**src/common/bosg_pkg.sv**
```systemverilog
// Notes on behaviour
// - steered mode: pwm on chosen outputs, immediately
// - sync steered: steering change waits rising event
// - sync steered: static levels apply without waiting
// - mode 000 steered, 001 sync steered
// - full bridge: one modulated, one 100%, two off
// - direction change delays modulated output by dead-band
// - forward: d modulated, a held on
// - reverse: b modulated, c held on
// - mode 010 forward, 011 reverse
// - auto restart bit picks restart method
// - after clear, hold shutdown until rising event
// - clear refused while any enabled input true
// - auto restart clears flag, resumes at rise
package bosg_pkg;

  localparam int NUM_OUT = 4;
  localparam int ADR_W = 8;
  localparam int DAT_W = 32;
  localparam int IRQ_W = 3;

  // register byte offsets
  localparam logic [7:0] OFS_CTRL = 8'h00;
  localparam logic [7:0] OFS_STEER = 8'h04;
  localparam logic [7:0] OFS_SHDN = 8'h08;
  localparam logic [7:0] OFS_SDEN = 8'h0C;
  localparam logic [7:0] OFS_DBAND = 8'h10;
  localparam logic [7:0] OFS_IRQ_STAT = 8'h14;
  localparam logic [7:0] OFS_IRQ_MASK = 8'h18;
  localparam logic [7:0] OFS_STATUS = 8'h1C;

  // field positions
  localparam int MODE_LSB = 0;
  localparam int STEER_EN_LSB = 0;
  localparam int STEER_DAT_LSB = 4;
  localparam int SHDN_FLAG_BIT = 0;
  localparam int SHDN_ARS_BIT = 1;
  localparam int SHDN_LVL_LSB = 4;
  localparam int IRQ_SHUT_BIT = 0;
  localparam int IRQ_RESUME_BIT = 1;
  localparam int IRQ_DIR_BIT = 2;
  localparam int STAT_OUT_LSB = 0;
  localparam int STAT_PWM_BIT = 4;
  localparam int STAT_SD_LSB = 5;
  localparam int STAT_DB_BIT = 7;

  // reset values
  localparam logic [2:0] CTRL_RST = 3'h0;
  localparam logic [3:0] STEER_EN_RST = 4'h0;
  localparam logic [3:0] STEER_DAT_RST = 4'h0;
  localparam logic [3:0] SHDN_LVL_RST = 4'h0;
  localparam logic [2:0] IRQ_RST = 3'h0;

  // codes 4..7 are reserved and behave as plain steering
  localparam logic [2:0] MODE_STEER = 3'h0;
  localparam logic [2:0] MODE_SYNC = 3'h1;
  localparam logic [2:0] MODE_FWD = 3'h2;
  localparam logic [2:0] MODE_REV = 3'h3;

  // output bit positions
  localparam int OUT_A = 0;
  localparam int OUT_B = 1;
  localparam int OUT_C = 2;
  localparam int OUT_D = 3;

  typedef enum logic [1:0] {
    SD_RUN = 2'h0,
    SD_SHUT = 2'h1,
    SD_WAIT = 2'h3
  } bosg_sd_e;

endpackage

```
**src/hdl/bosg_dband.sv**
```systemverilog
`timescale 1ns/1ns
module bosg_dband #(
  parameter int DB_W = 6
) (
  input wire logic clk_i, // system clock
  input wire logic rst_i, // sync reset, active high
  input wire logic start_i, // load the delay
  input wire logic [DB_W-1:0] count_i, // delay in clocks
  output logic busy_o // delay running
);

  typedef struct packed {
    logic [DB_W-1:0] cnt;
  } bosg_dband_s;

  bosg_dband_s st_r;
  bosg_dband_s st_nxt;

  always_comb begin
    st_nxt = st_r;
    if (start_i) begin
      st_nxt.cnt = count_i;
    end else if (st_r.cnt != '0) begin
      st_nxt.cnt = st_r.cnt - DB_W'(1);
    end
  end

  always_ff @(posedge clk_i) begin
    if (rst_i) begin
      st_r <= '0;
    end else begin
      st_r <= st_nxt;
    end
  end

  // a zero count gives no delay at all
  assign busy_o = (st_r.cnt != '0);

endmodule

```
**src/hdl/bosg_top.sv**
```systemverilog
// Decided for this implementation: the register addresses and the Wishbone register port.
`timescale 1ns/1ns
module bosg_top #(
  parameter int NUM_SD = 8,
  parameter int DB_W = 6
) (
  input wire logic clk_i, // system clock, 250 MHz
  input wire logic rst_i, // sync reset, active high
  input wire logic wb_cyc_i, // wishbone cycle
  input wire logic wb_stb_i, // wishbone strobe
  input wire logic wb_we_i, // wishbone write
  input wire logic [bosg_pkg::ADR_W-1:0] wb_adr_i, // byte address
  input wire logic [3:0] wb_sel_i, // byte lanes
  input wire logic [bosg_pkg::DAT_W-1:0] wb_dat_i, // write data
  output logic [bosg_pkg::DAT_W-1:0] wb_dat_o, // read data
  output logic wb_ack_o, // wishbone ack
  input wire logic rise_evt_i, // rising event pulse
  input wire logic fall_evt_i, // falling event pulse
  input wire logic [NUM_SD-1:0] sd_in_i, // shutdown sources
  output logic output_a_o, // bridge output a
  output logic output_b_o, // bridge output b
  output logic output_c_o, // bridge output c
  output logic output_d_o, // bridge output d
  output logic irq_o // level interrupt
);

  localparam int NO = bosg_pkg::NUM_OUT;
  localparam int IW = bosg_pkg::IRQ_W;

  typedef struct packed {
    logic [2:0] mode;
    logic [NO-1:0] steer_en;
    logic [NO-1:0] steer_dat;
    logic [NO-1:0] steer_act;
    logic ars;
    logic [NO-1:0] sd_lvl;
    logic [NUM_SD-1:0] sd_en;
    logic [DB_W-1:0] db_cnt;
    logic [IW-1:0] irq_stat;
    logic [IW-1:0] irq_mask;
    bosg_pkg::bosg_sd_e sd;
    logic pwm;
    logic fb_on;
    logic fb_dir;
    logic [NO-1:0] outs;
    logic ack;
    logic [bosg_pkg::DAT_W-1:0] rdat;
  } bosg_top_s;

  bosg_top_s st_r;
  bosg_top_s st_nxt;

  logic db_busy;
  logic db_start;
  logic [NO-1:0] steer_wave;
  logic [NO-1:0] sync_wave;

  function automatic logic [31:0] merge(
    input logic [31:0] old,
    input logic [31:0] d,
    input logic [3:0] sel
  );
    logic [31:0] m;
    m = '0;
    for (int i = 0; i < 4; i++) begin
      m[i*8 +: 8] = {8{sel[i]}};
    end
    return (old & ~m) | (d & m);
  endfunction

  // per output: pwm where steered, static level elsewhere
  genvar g;
  generate
    for (g = 0; g < NO; g++) begin : g_steer
      assign steer_wave[g] = st_r.steer_en[g] ? st_r.pwm : st_r.steer_dat[g];
      assign sync_wave[g] = st_r.steer_act[g] ? st_r.pwm : st_r.steer_dat[g];
    end
  endgenerate

  bosg_dband #(
    .DB_W(DB_W)
  ) u_dband (
    .clk_i(clk_i),
    .rst_i(rst_i),
    .start_i(db_start),
    .count_i(st_r.db_cnt),
    .busy_o(db_busy)
  );

  always_comb begin
    logic req;
    logic wr;
    logic sd_act;
    logic sw_set;
    logic sw_clr;
    logic fb;
    logic dir;
    logic dir_chg;
    logic [31:0] mg;
    logic [IW-1:0] irq_clr;
    logic [IW-1:0] irq_ev;
    logic [NO-1:0] wave;
    logic [31:0] rd;
    req = 1'b0;
    wr = 1'b0;
    sd_act = 1'b0;
    sw_set = 1'b0;
    sw_clr = 1'b0;
    fb = 1'b0;
    dir = 1'b0;
    dir_chg = 1'b0;
    mg = '0;
    irq_clr = '0;
    irq_ev = '0;
    wave = '0;
    rd = '0;
    st_nxt = st_r;
    db_start = 1'b0;

    // bus: answer one cycle after the request, write lands on the ack edge
    req = wb_cyc_i & wb_stb_i;
    wr = req & wb_we_i & st_r.ack;
    st_nxt.ack = req & ~st_r.ack;

    if (wr) begin
      unique case (wb_adr_i)
        bosg_pkg::OFS_CTRL: begin
          mg = merge(32'(st_r.mode), wb_dat_i, wb_sel_i);
          st_nxt.mode = mg[bosg_pkg::MODE_LSB +: 3];
        end
        bosg_pkg::OFS_STEER: begin
          mg = merge({24'h00_0000, st_r.steer_dat, st_r.steer_en}, wb_dat_i, wb_sel_i);
          st_nxt.steer_en = mg[bosg_pkg::STEER_EN_LSB +: NO];
          st_nxt.steer_dat = mg[bosg_pkg::STEER_DAT_LSB +: NO];
        end
        bosg_pkg::OFS_SHDN: begin
          mg = merge({24'h00_0000, st_r.sd_lvl, 4'h0}, wb_dat_i, wb_sel_i);
          st_nxt.sd_lvl = mg[bosg_pkg::SHDN_LVL_LSB +: NO];
          if (wb_sel_i[0]) begin
            st_nxt.ars = wb_dat_i[bosg_pkg::SHDN_ARS_BIT];
            sw_set = wb_dat_i[bosg_pkg::SHDN_FLAG_BIT];
            sw_clr = ~wb_dat_i[bosg_pkg::SHDN_FLAG_BIT];
          end
        end
        bosg_pkg::OFS_SDEN: begin
          mg = merge(32'(st_r.sd_en), wb_dat_i, wb_sel_i);
          st_nxt.sd_en = mg[NUM_SD-1:0];
        end
        bosg_pkg::OFS_DBAND: begin
          mg = merge(32'(st_r.db_cnt), wb_dat_i, wb_sel_i);
          st_nxt.db_cnt = mg[DB_W-1:0];
        end
        bosg_pkg::OFS_IRQ_STAT: begin
          if (wb_sel_i[0]) begin
            irq_clr = wb_dat_i[IW-1:0];
          end
        end
        bosg_pkg::OFS_IRQ_MASK: begin
          mg = merge(32'(st_r.irq_mask), wb_dat_i, wb_sel_i);
          st_nxt.irq_mask = mg[IW-1:0];
        end
        default: begin
          mg = '0;
        end
      endcase
    end

    // pwm built from events; a falling event wins over a rising one
    if (fall_evt_i) begin
      st_nxt.pwm = 1'b0;
    end else if (rise_evt_i) begin
      st_nxt.pwm = 1'b1;
    end

    // steering enables: sync mode waits for a rising event
    if (st_r.mode == bosg_pkg::MODE_SYNC) begin
      if (rise_evt_i) begin
        st_nxt.steer_act = st_r.steer_en;
      end
    end else begin
      st_nxt.steer_act = st_r.steer_en;
    end

    // direction tracking across full-bridge modes only
    fb = (st_r.mode == bosg_pkg::MODE_FWD) | (st_r.mode == bosg_pkg::MODE_REV);
    dir = (st_r.mode == bosg_pkg::MODE_REV);
    dir_chg = fb & st_r.fb_on & (dir != st_r.fb_dir);
    st_nxt.fb_on = fb;
    if (fb) begin
      st_nxt.fb_dir = dir;
    end
    db_start = dir_chg;

    // shutdown: a true input always wins over a software clear
    sd_act = |(sd_in_i & st_r.sd_en);
    unique case (st_r.sd)
      bosg_pkg::SD_RUN: begin
        if (sd_act | sw_set) begin
          st_nxt.sd = bosg_pkg::SD_SHUT;
        end
      end
      bosg_pkg::SD_SHUT: begin
        if (!sd_act && (st_r.ars || sw_clr)) begin
          st_nxt.sd = bosg_pkg::SD_WAIT;
        end
      end
      bosg_pkg::SD_WAIT: begin
        if (sd_act | sw_set) begin
          st_nxt.sd = bosg_pkg::SD_SHUT;
        end else if (rise_evt_i) begin
          st_nxt.sd = bosg_pkg::SD_RUN;
        end
      end
      default: begin
        st_nxt.sd = bosg_pkg::SD_SHUT;
      end
    endcase

    // output selection by mode
    unique case (st_r.mode)
      bosg_pkg::MODE_SYNC: begin
        wave = sync_wave;
      end
      bosg_pkg::MODE_FWD: begin
        wave[bosg_pkg::OUT_A] = 1'b1;
        wave[bosg_pkg::OUT_D] = st_r.pwm & ~db_busy;
      end
      bosg_pkg::MODE_REV: begin
        wave[bosg_pkg::OUT_C] = 1'b1;
        wave[bosg_pkg::OUT_B] = st_r.pwm & ~db_busy;
      end
      default: begin
        wave = steer_wave;
      end
    endcase
    // the direction switch itself already blanks the modulated leg
    if (dir_chg) begin
      wave[bosg_pkg::OUT_B] = 1'b0;
      wave[bosg_pkg::OUT_D] = 1'b0;
    end
    if (st_r.sd != bosg_pkg::SD_RUN) begin
      st_nxt.outs = st_r.sd_lvl;
    end else begin
      st_nxt.outs = wave;
    end

    // sticky events, set wins over the write-one clear
    irq_ev[bosg_pkg::IRQ_SHUT_BIT] =
      (st_r.sd != bosg_pkg::SD_SHUT) & (st_nxt.sd == bosg_pkg::SD_SHUT);
    irq_ev[bosg_pkg::IRQ_RESUME_BIT] =
      (st_r.sd == bosg_pkg::SD_WAIT) & (st_nxt.sd == bosg_pkg::SD_RUN);
    irq_ev[bosg_pkg::IRQ_DIR_BIT] = dir_chg;
    st_nxt.irq_stat = (st_r.irq_stat & ~irq_clr) | irq_ev;

    // read data is captured when the request is first seen
    unique case (wb_adr_i)
      bosg_pkg::OFS_CTRL: begin
        rd = 32'(st_r.mode);
      end
      bosg_pkg::OFS_STEER: begin
        rd = {24'h00_0000, st_r.steer_dat, st_r.steer_en};
      end
      bosg_pkg::OFS_SHDN: begin
        rd = {24'h00_0000, st_r.sd_lvl, 2'h0, st_r.ars,
              st_r.sd == bosg_pkg::SD_SHUT};
      end
      bosg_pkg::OFS_SDEN: begin
        rd = 32'(st_r.sd_en);
      end
      bosg_pkg::OFS_DBAND: begin
        rd = 32'(st_r.db_cnt);
      end
      bosg_pkg::OFS_IRQ_STAT: begin
        rd = 32'(st_r.irq_stat);
      end
      bosg_pkg::OFS_IRQ_MASK: begin
        rd = 32'(st_r.irq_mask);
      end
      bosg_pkg::OFS_STATUS: begin
        rd = {24'h00_0000, db_busy, st_r.sd, st_r.pwm, st_r.outs};
      end
      default: begin
        rd = '0;
      end
    endcase
    if (req & ~st_r.ack & ~wb_we_i) begin
      st_nxt.rdat = rd;
    end
  end

  always_ff @(posedge clk_i) begin
    if (rst_i) begin
      st_r <= '0;
      st_r.mode <= bosg_pkg::CTRL_RST;
      st_r.steer_en <= bosg_pkg::STEER_EN_RST;
      st_r.steer_dat <= bosg_pkg::STEER_DAT_RST;
      st_r.steer_act <= bosg_pkg::STEER_EN_RST;
      st_r.sd_lvl <= bosg_pkg::SHDN_LVL_RST;
      st_r.irq_stat <= bosg_pkg::IRQ_RST;
      st_r.irq_mask <= bosg_pkg::IRQ_RST;
      st_r.sd <= bosg_pkg::SD_RUN;
      st_r.outs <= bosg_pkg::STEER_DAT_RST;
    end else begin
      st_r <= st_nxt;
    end
  end

  assign wb_dat_o = st_r.rdat;
  assign wb_ack_o = st_r.ack;
  assign output_a_o = st_r.outs[bosg_pkg::OUT_A];
  assign output_b_o = st_r.outs[bosg_pkg::OUT_B];
  assign output_c_o = st_r.outs[bosg_pkg::OUT_C];
  assign output_d_o = st_r.outs[bosg_pkg::OUT_D];
  // interrupt stays high while any unmasked sticky bit is set
  assign irq_o = |(st_r.irq_stat & st_r.irq_mask);

endmodule

```
**config.mk**
```make
export PLATFORM = sky130hd
export DESIGN_NAME = bosg_top
export DESIGN_NICKNAME = d
export VERILOG_FILES = /design/src/common/bosg_pkg.sv /design/src/hdl/bosg_dband.sv /design/src/hdl/bosg_top.sv
export SDC_FILE = /design/constraint.sdc
export NUM_CORES = 1
export LEC_CHECK = 0
export BUFFER_PORTS_ARGS = -buffer_cell sky130_fd_sc_hd__buf_2
export CELL_PAD_IN_SITES_DETAIL_PLACEMENT = 1
export CELL_PAD_IN_SITES_GLOBAL_PLACEMENT = 2
export CORE_UTILIZATION = 28
export DETAILED_ROUTE_END_ITERATION = 10
export PLACE_DENSITY = 0.77
export SLEW_MARGIN = 0
export SYNTH_ARGS = -nofsm -noshare
export SYNTH_HDL_FRONTEND = slang
export SYNTH_HIERARCHICAL = 1
export SYNTH_SLANG_ARGS = --single-unit
```
**constraint.sdc**
```tcl
create_clock -name clk_i -period 1.8 [get_ports clk_i]
set_input_delay 0.09 -clock clk_i [delete_from_list [all_inputs] [get_ports clk_i]]
set_output_delay 0.09 -clock clk_i [all_outputs]
set_load 0.02 [all_outputs]
```
Word-level counts from Yosys, hierarchy flattened
Index checks and enable logic that the tools add are counted.
Word-level totals
  flip-flop bits (word level): 88
  latch bits: 0
  memory bits (writable): 0
  memory bits (read-only): 0
  input bits: 59
  output and inout bits: 38
  word-level logic and storage cells: 122
  memories kept: 0
Operators by class
  add/sub/neg operators: 1
  $mul: 0
  divide/modulo/power cells: 0
  magnitude comparators: 0
  equal/unequal tests: 16
  shift operators: 0
  muxes and demuxes: 33
  bitwise operators: 35
  reduce and logical (&&, ||, !) cells: 19
Operators with widths (count)
  $pmux 8 s8: 1
  $and 8x8->8: 5
  $eq 8x5->1 const B: 4
  $or 8x8->8: 3
  $eq 8x4->1 const B: 2
  $mux 1: 16
  $and 3x3->3: 4
  $mux 4: 3
  $mux 6: 2
  $pmux 2 s3: 2
  $reduce_and 2->1: 6
  $and 1x1->1: 10
  $mux 3: 3
  $or 3x3->3: 3
  $eq 8x3->1 const B: 1
  $logic_not 8->1: 1
  $mux 2: 4
  $not 8->8: 1
  $reduce_or 8->1: 1
  $and 6x6->6: 1
  $eq 3x2->1 const B: 2
  $or 6x6->6: 1
  $pmux 1 s3: 2
  $reduce_bool 6->1: 1
  other kinds (18): 25

Depth between registers and ports, before layout
Gate-level depths: netlist of the first run.
  depth after elaboration: 11
  depth in mapped cells: 8

Hierarchy
The synthesis of the first run kept the hierarchy.
Modules (own cells, without submodules)
  bosg_top: times used 1, cells each 365, area an instance 3245.6 µm²
  bosg_dband: times used 1, cells each 46, area an instance 384.1 µm²

Worst setup path after synthesis of the first run
No wires, ideal clock.
  path type: in2reg
  start: input port wb_adr_i[5] in the netlist's numbering
  end: register (tool-made name)
  library setup time: 0.132 ns
  arrival time: 1.786 ns
  data required time: 1.668 ns
  slack: -0.118 ns
  stages on the path: 7
  buffers on the path: 3
  path through: or4_4 buf_6 or4_1 clkbuf_2 clkbuf_1 o21ai_0 a21oi_1
RTL lines
  from (decl): RTL line bosg_top.sv:12  | input wire logic [bosg_pkg::ADR_W-1:0] wb_adr_i,

Worst setup path in the final report of the first run
  start: register u_dband/st_r[1] in the netlist's numbering
  end: register st_r (netlist bit wb_dat_o[7])
On the way
  cells in the longest elaborated chain, start to end: 2
Ends and longest elaborated chain
  from (decl): RTL line bosg_dband.sv:16  | bosg_dband_s st_r;
  from (signal assigned): RTL line bosg_dband.sv:32  | st_r <= st_nxt;
  $reduce_bool 6->1: RTL line bosg_dband.sv:37  | assign busy_o = (st_r.cnt != '0);
  net db_busy: RTL line bosg_top.sv:53  | logic db_busy;
  $pmux 8 s8: RTL line bosg_top.sv:256  | unique case (wb_adr_i)
  to (signal assigned): RTL line bosg_top.sv:304  | st_r <= st_nxt;
  to (decl): RTL line bosg_top.sv:50  | bosg_top_s st_r;
The timed path passes the listed nets, and every way through them passes these cells.
A chain may end at the register's enable or synchronous reset.

==> results of run 1 <==
## cell families (layout without fill, tap and decap cells)
| logic type | after synthesis | count (layout) |
|---|---|---|
| compound gates | 120 | 120 |
| xor+xnor | 4 | 4 |
| fa+ha+maj | 2 | 2 |
| buf+inv | 74 | 109 |
| flops | 64 | 64 |
| mux | 30 | 30 |
| other cells | 1 | 24 |
| simple gates | 116 | 116 |
## per-stage QoR
stage	total power [µW]	instances	hold slack (ns)	instance area, µm²
finish	4191	641	0.04453	4409
global route	4372	641	0.06769	4409
CTS	4225	641	0.03476	4407
detailed placement	2415	624	0.2584	4094
global placement	2388	624	0.2575	4094
floorplan	2114	434	0.1665	3757
## routing by layer
metal | vias to the layer above | share of wire [%] | wire length [µm]
met5 | - | 0 | 0
met4 | 0 | 1.5 | 169
met1 | 1594 | 46 | 5330
met3 | 10 | 5.1 | 594
li1 | 1569 | - | -
met2 | 92 | 47 | 5457
## tightest hold or removal path, stage by stage
cell and delay, ns:
buf_2 0.12, nand2_1 0.08, nor3_1 0.05
## layout make-up
| class | instances | area (µm²) |
|---|---|---|
| fill | 1518 | 8210 |
| tap | 172 | 215.2 |
| sequential | 64 | 1282 |
| multi-input combinational | 296 | 2043 |
| inverter | 12 | 45.04 |
| clock buffer | 13 | 260.3 |
| clock inverter | 3 | 40.04 |
| timing repair buffer | 81 | 523.0 |
## cell usage after synthesis (3+ instances only)
cell      instances
dfxtp_1          64
o21ai_0          38
a21oi_1          36
buf_4            32
clkbuf_1         23
nand4b_1         20
mux2i_1          18
nand2_1          18
nor2_1           18
nand3_1          15
inv_1            11
a22o_1           10
a22oi_1           7
mux2_2            7
nand2b_1          7
nor2b_1           7
nor3_1            7
mux4_2            5
buf_1             4
o22ai_1           4
xnor2_1           4
a221oi_1          3
o21ai_1           3
o32ai_1           3
or3_1             3
## final timing paths
path | end | slack [ns] | cells past startpoint
max | wb_dat_o[7] | 0.09 | 8
min | wb_ack_o | 0.04 | 3
max reg2reg | wb_dat_o[7] | 0.09 | 8
min reg2reg | wb_dat_o[4] | 0.47 | 1
## power groups by stage
stage | clock, µW | sequential, µW | combinational [µW]
6_report | 1780 | 1530 | 880
5_1_grt | 1890 | 1540 | 944
4_1_cts | 1820 | 1530 | 871
3_5_place_dp | 0 | 1560 | 853
3_3_place_gp | 0 | 1560 | 832
2_1_floorplan | 0 | 1560 | 554
## timing repair
item                       in CTS  in global routing
pin swaps                       0                  0
hold endpoints to repair        1                  0
hold buffers                    1                  0
setup endpoints to repair       1                  1
gates cloned                    0                  0
resized for setup               1                  1
==> metrics.cfg, run 1 <==
[logic_synthesis]
yosysUniqueCellTypes=61
postSynthAreaPerCell_um2=8.831
synth_seq_cells=64
yosys-top-cells-area=dfxtp_1, buf_4, o21ai_0, a21oi_1, mux2i_1
synthMuxAreaShare_pct=10.24
synth_edf_count=0
synth_top_family_by_area=compound AO/OA/AOI/OAI gates
seq_area_frac_synth_pct=35.30
yosysTopAreaCell=dfxtp_1
async_flop_share_pct=0
yosysWarnings=6
netlist_area_um2=3630
yosys.area.top_type_share_pct=35.30
syn_inst=411
synth_compound_gate_area_share_pct=21.03
synthFlopType=dfxtp_1
synthSimpleGateAreaFrac_pct=20.44
synthAdderAreaFrac_pct=0.6894
synth_xor_area_share_pct=0.9652

[routing]
drt-initial-drc-count=228
wl_per_cell_um=18.02
drc_errors=0
drtPass1Iterations=5
vias=3265
antenna_left=0
drt_wl_total_um=11550
avgViaCountPerCell=5.094

[die]
die_h_um=115.9
core.rowCount=41
dieArea_um2=13420
die_w_um=115.9
io_pins=97
start_util_pct=28.76
fp.coreArea_um2=12620

[critical_path]
worstPathRequired_ns=2.02
path_cells=inv_2, ha_1, nor2b_2, nand2_2, nand3_1, o21ai_0, a22o_1, a22o_1
cp-end-kind=flop
critPathMostFrequentCell=a22o_1
r2r-start=u_dband/st_r[1]
cp_max_fo=4
start_kind=flop
crit_start=u_dband/st_r[1]
crit_type=reg2reg
critPathArrivalTime_ns=1.94
critical_path_buf_inv_count=1
critPathSlowestCell=dfxtp_1
cpLargestDelayFamily=compound AO/OA/AOI/OAI gates
cpPeakStageDelay_ns=0.32

[clocking]
cts.clk_slew.worst_paths_ns=0.06
tritoncts=yes
clock_latency_ns=0.33
htreeDepth=3
post-cts-setup-buffer-count=0
cts_buffer_depth=2
cts_root_buf=clkbuf_16
clock-sinks=64
cts_buffers=9

[global_routing]
track_usage_pct=18.11
grt.met3_usage_pct=3.713
met2_usage_pct=29.21
grt_pass1_wl_um=18150
grt-ovfl-total=0
antenna_found_initial=0
met1_usage_pct=24.08
grt_pass1_vias=3340
grt_start_max_net_pins=40
grt_busiest_layer=met2

[sta]
period_needed_ns=1.714
slew_violations=0
setup_viol=0
timing.final.ws_setup_ns=0.08590
relSlewSlack_pct=66.02
tightest_slew_ns=0.5078
hold_violations=0
tns_ns=0
finalClockSkew_ns=0.007023
fmax_mhz=583.4
rsz0062_at_grt=no
finalCritPeriodShare_pct=95.23

[layout]
final_common_cell=dfxtp_1
nets=525
drive_above_1_share_pct=26.65
final_cell_mix=dfxtp_1, buf_2, a21oi_1, buf_4, conb_1
syn_to_final_growth_pct=21.48
fin_util_pct=34.94
diodes=0

[power]
seq_power_share_pct=36.6
p_per_area_nw_per_um2=950.6
switching_share_pct=28.07
clock_power_share_pct=42.4
p_leak_uw=0.001632
power.internal_uw=3015
power_switching_uw=1177
vdd_drop_max_mv=0.3674
combPwrFrac_pct=21.0

[worst_hold_path]
hold_path_class=in2reg
min_from=wb_stb_i

[placed_design]
place.gp.congestion=0.8037
post-place-ws_ns=-0.06593
dp_hpwl_um=8427
port_buffers=45

[run_status]
outcome=complete, no violations

[job]
max-cap-violations=0

(Power assumes the default switching activity.)
==> inputs of run 2 (changes only) <==
CORE_MARGIN = 2   (was not set)
==> metrics.cfg, run 2 (synthesis gave the netlist of run 1 again) <==
[run_status]
outcome=complete, no violations

[sta]
hold_violations=0
timing.final.ws_setup_ns=0.1294
hold_ws_ns=0.04885
tns_ns=0
finalCritPeriodShare_pct=92.81
slew_violations=0
fmax_mhz=598.6
finalClockSkew_ns=0.005867
setup_viol=0
period_needed_ns=1.671

[clocking]
cts_root_buf=clkbuf_16
cts_buffers=9
htreeDepth=3
clock-sinks=64
tritoncts=yes
cts_buffer_depth=2
post-cts-setup-buffer-count=0
cts.clk_slew.worst_paths_ns=0.05
clock_latency_ns=0.33

[routing]
drtPass1Iterations=4
antenna_left=0
drc_errors=0
wl_per_cell_um=18.48
vias=3257
avgViaCountPerCell=5.105
drt-initial-drc-count=190
drt_wl_total_um=11790

[critical_path]
cp_max_fo=4
start_kind=flop
critPathArrivalTime_ns=1.89
crit_type=reg2reg
cp-end-kind=flop
worstPathRequired_ns=2.02

[die]
die_h_um=117.9
core.rowCount=41
dieArea_um2=13890
fp.coreArea_um2=12620
die_w_um=117.9
start_util_pct=28.76
io_pins=97

[layout]
final_cell_mix=dfxtp_1, buf_2, a21oi_1, buf_4, conb_1
nets=523
syn_to_final_growth_pct=21.44
drive_above_1_share_pct=26.82
diodes=0
final_common_cell=dfxtp_1
fillers=1493

[global_routing]
grt-ovfl-total=0
track_usage_pct=17.38
grt_start_max_net_pins=40
grt_pass1_wl_um=19040
grt_pass1_vias=3440
antenna_found_initial=0

[power]
p_total_uw=4227
p_per_area_nw_per_um2=959.0
p_leak_uw=0.001629
vdd_drop_max_mv=0.3594

[worst_hold_path]
hold_path_class=in2reg

[placed_design]
post-place-ws_ns=-0.05978
dp_hpwl_um=8625
place.gp.congestion=0.8305
port_buffers=45

[job]
max-cap-violations=0

## run 2: changes by cell type in the layout (fill, tap and decap cells not counted)
| cell | previous run | this run |
|---|---|---|
| nor2b_4 | 0 | 1 |
| buf_4 | 33 | 31 |
| clkbuf_8 | 2 | 3 |
| clkbuf_1 | 2 | 0 |
| ha_2 | 0 | 1 |
| nor2b_2 | 1 | 0 |
| ha_1 | 2 | 1 |
## run 2: where the power goes
part           switching [µW]  total [µW]  internal, µW
registers                57.9        1530          1480
clock network             630        1800          1170
logic                     481         890           409
total                    1170        4230          3060
## run 2: layer usage
layer  part of all wire (%)  GRT usage, %  up-vias
met1                     47         22.99     1601
li1                       -             -     1570
met3                    5.1         3.924        7
met5                      0             0        -
met4                   0.62         4.292        0
met2                     47         28.67       79
## run 2: worst paths after layout
| kind | startpoint | endpoint | slack (ns) | depth (start not counted) |
|---|---|---|---|---|
| worst min-delay path | wb_stb_i | wb_ack_o | 0.05 | 3 |
| worst max register to register | u_dband/st_r[0] | wb_dat_o[7] | 0.13 | 8 |
| worst min register to register | wb_dat_o[6] | wb_dat_o[6] | 0.47 | 1 |
| worst max-delay path | u_dband/st_r[0] | wb_dat_o[7] | 0.13 | 8 |
## run 2: critical path, stage by stage, from the launching register on
cell and delay [ns]:
dfxtp_1 0.31, inv_1 0.08, ha_2 0.20, nor2b_4 0.16, nand2_2 0.12, nand3_1 0.13
o21ai_0 0.10, a22o_1 0.24, a22o_1 0.23
## run 2: layout make-up
cell class | count | area, µm² | share of cell area, %
clock buffer | 12 | 266.5 | 6.046
clock inverter | 3 | 40.04 | 0.9083
inverter | 12 | 45.04 | 1.022
multi-input combinational | 296 | 2051 | 46.52
sequential | 64 | 1282 | 29.09
tap | 172 | 215.2 | 4.882
timing repair buffer | 79 | 508.0 | 11.52
## run 2: through the flow
stage | cells | area (µm²) | util, %
after floorplan | 434 | 3757 | -
after global placement | 622 | 4079 | 32.32
after detailed placement | 622 | 4079 | 32.32
after CTS | 638 | 4395 | 34.83
after global routing | 638 | 4408 | 34.93
final | 638 | 4408 | 34.93
## run 2: repair_timing
action | 4_1_cts | 5_1_grt
hold buffers | 1 | 0
endpoints found under the hold margin | 1 | 0
resized for setup | 0 | 4
setup endpoints to repair | 0 | 1
==> inputs of run 3 (changes only) <==
ABC_AREA = 1   (was not set)
CORE_UTILIZATION = 25   (was 28)
PLACE_DENSITY = 0.76   (was 0.77)
==> metrics.cfg, run 3 <==
[placed_design]
place.gp.congestion=0.8508
post-place-ws_ns=0.009132
port_buffers=45
dp_hpwl_um=8703
place_inst=728
dpl_cell_area_um2=3845

[logic_synthesis]
yosys.area.top_type_share_pct=36.74
seq_area_frac_synth_pct=36.74
yosysTopAreaCell=dfxtp_1
syn_inst=508
yosysMostFrequentCell=nand2_1
yosysUniqueCellTypes=34
synthFlopType=dfxtp_1
async_flop_share_pct=0
synth_seq_cells=64
yosysWarnings=6
postSynthAreaPerCell_um2=6.864
netlist_area_um2=3487
synthTopCellsByCount=nand2_1, nor2_1, dfxtp_1
yosys-top-cells-area=dfxtp_1, nand2_1, nor2_1, o21ai_0, buf_4
synth_edf_count=0

[routing]
avgViaCountPerCell=4.452
wl_per_cell_um=14.58
drt-initial-drc-count=129
drtPass1Iterations=4
antenna_left=0
drt_wl_total_um=10860
drc_errors=0
vias=3317

[critical_path]
worstPathRequired_ns=2.04
r2r-start=u_dband/st_r[1]
critPathArrivalTime_ns=1.87
start_kind=flop
path_cells=inv_1, ha_2, nand3_2, inv_1, nand2_1, o221ai_1, nand2_1, a21oi_1
crit_type=reg2reg
crit_start=u_dband/st_r[1]
cp-end-kind=flop
cp_max_fo=3
critPathSlowestCell=dfxtp_1
critical_path_buf_inv_count=2
cpLargestDelayFamily=compound AO/OA/AOI/OAI gates
cpPeakStageDelay_ns=0.31

[die]
die_h_um=122.1
die_w_um=122.1
io_pins=97
fp.coreArea_um2=13770
core.rowCount=43
dieArea_um2=14910
start_util_pct=25.32

[clocking]
cts.clk_slew.worst_paths_ns=0.05
tritoncts=yes
cts_buffer_depth=2
clock-sinks=64
cts_root_buf=clkbuf_16
htreeDepth=3
cts_buffers=9
clock_latency_ns=0.33

[global_routing]
antenna_found_initial=0
grt_busiest_layer=met2
grt_start_max_net_pins=28
track_usage_pct=15.46
grt_pass1_wl_um=17370
met1_usage_pct=17.48
grt.met3_usage_pct=2.903
met2_usage_pct=28.53
grt-ovfl-total=0
grt_pass1_vias=3463

[sta]
setup_viol=0
finalCritPeriodShare_pct=90.35
tns_ns=0
finalClockSkew_ns=0.006207
fmax_mhz=614.9
slew_violations=0
period_needed_ns=1.626
timing.final.ws_setup_ns=0.1736
hold_violations=0

[layout]
fillers=1779
stdcell_area_um2=4129
final_common_cell=nand2_1
final_cell_mix=nand2_1, nor2_1, dfxtp_1, o21ai_0, buf_2
fin_cells=745
fin_util_pct=29.98
nets=624
drive_above_1_share_pct=19.82
diodes=0
syn_to_final_growth_pct=18.41

[worst_hold_path]
hold_path_class=in2reg
min_from=wb_dat_i[6]

[job]
max-cap-violations=0

[power]
p_per_area_nw_per_um2=900.3
p_leak_uw=0.001816
vdd_drop_max_mv=0.3477

[run_status]
outcome=complete, no violations

run 3: path summary, 6_finish.rpt:
kind / slack, ns / depth (start not counted) / to
max: 0.17 / 8 / output_b_o
min: 0.03 / 3 / flop
max reg2reg: 0.17 / 8 / output_b_o
min reg2reg: 0.46 / 2 / flop
run 3: logic make-up after synthesis:
family | share of synthesized area, %
buffers and inverters | 13.42
AOI/OAI and AO/OA | 17.33
other | 0.1075
and+or+nand+nor | 31.43
xor gates and xnor gates | 0.2512
DFF | 36.74
adders and majority gates | 0.7175
run 3: routing by layer:
layer	wire (µm)	up-vias	part of all wire, %
met3	263	17	2.4
met4	220	0	2.0
met1	4592	1568	42
met2	5787	35	53
met5	0	-	0
li1	-	1697	-
run 3: metrics by stage:
step	hold WS [ns]	power, µW
floorplan	0.1524	2094
global placement	0.2665	2221
detailed placement	0.2708	2247
CTS	0.02837	3771
global route	0.04377	3934
finish	0.03072	3717
run 3: area by class of cell:
cell class	count	area, µm²	area share, %
Multi-Input combinational cell	376	1829	44.30
Clock buffer	11	232.7	5.636
Clock inverter	2	10.01	0.2424
Tap cell	180	225.2	5.455
Sequential cell	64	1282	31.06
Inverter	53	203.9	4.939
Timing Repair Buffer	59	345.3	8.364
run 3: repair_timing:
item / in CTS / in global routing
endpoints found under the hold margin: 1 / 0
pin swaps: 0 / 3
hold buffers: 1 / 0
resized for setup: 1 / 5
buffers inserted: 0 / 3
setup endpoints to repair: 2 / 7
gates cloned: 0 / 0
run 3: worst register-to-register path, delay by kind of cell (launching register included):
family	cells	cell delay, ns
adder cells (fa/ha/maj)	1	0.26
AO/OA/AOI/OAI	2	0.42
flip-flops	1	0.31
buffers and inverters	2	0.26
AND/OR/NAND/NOR	3	0.28
run 3: power by group:
group          total [µW]  switching [µW]  internal, µW
sequential           1520            55.3          1470
combinational         698             445           253
clock                1500             594           902
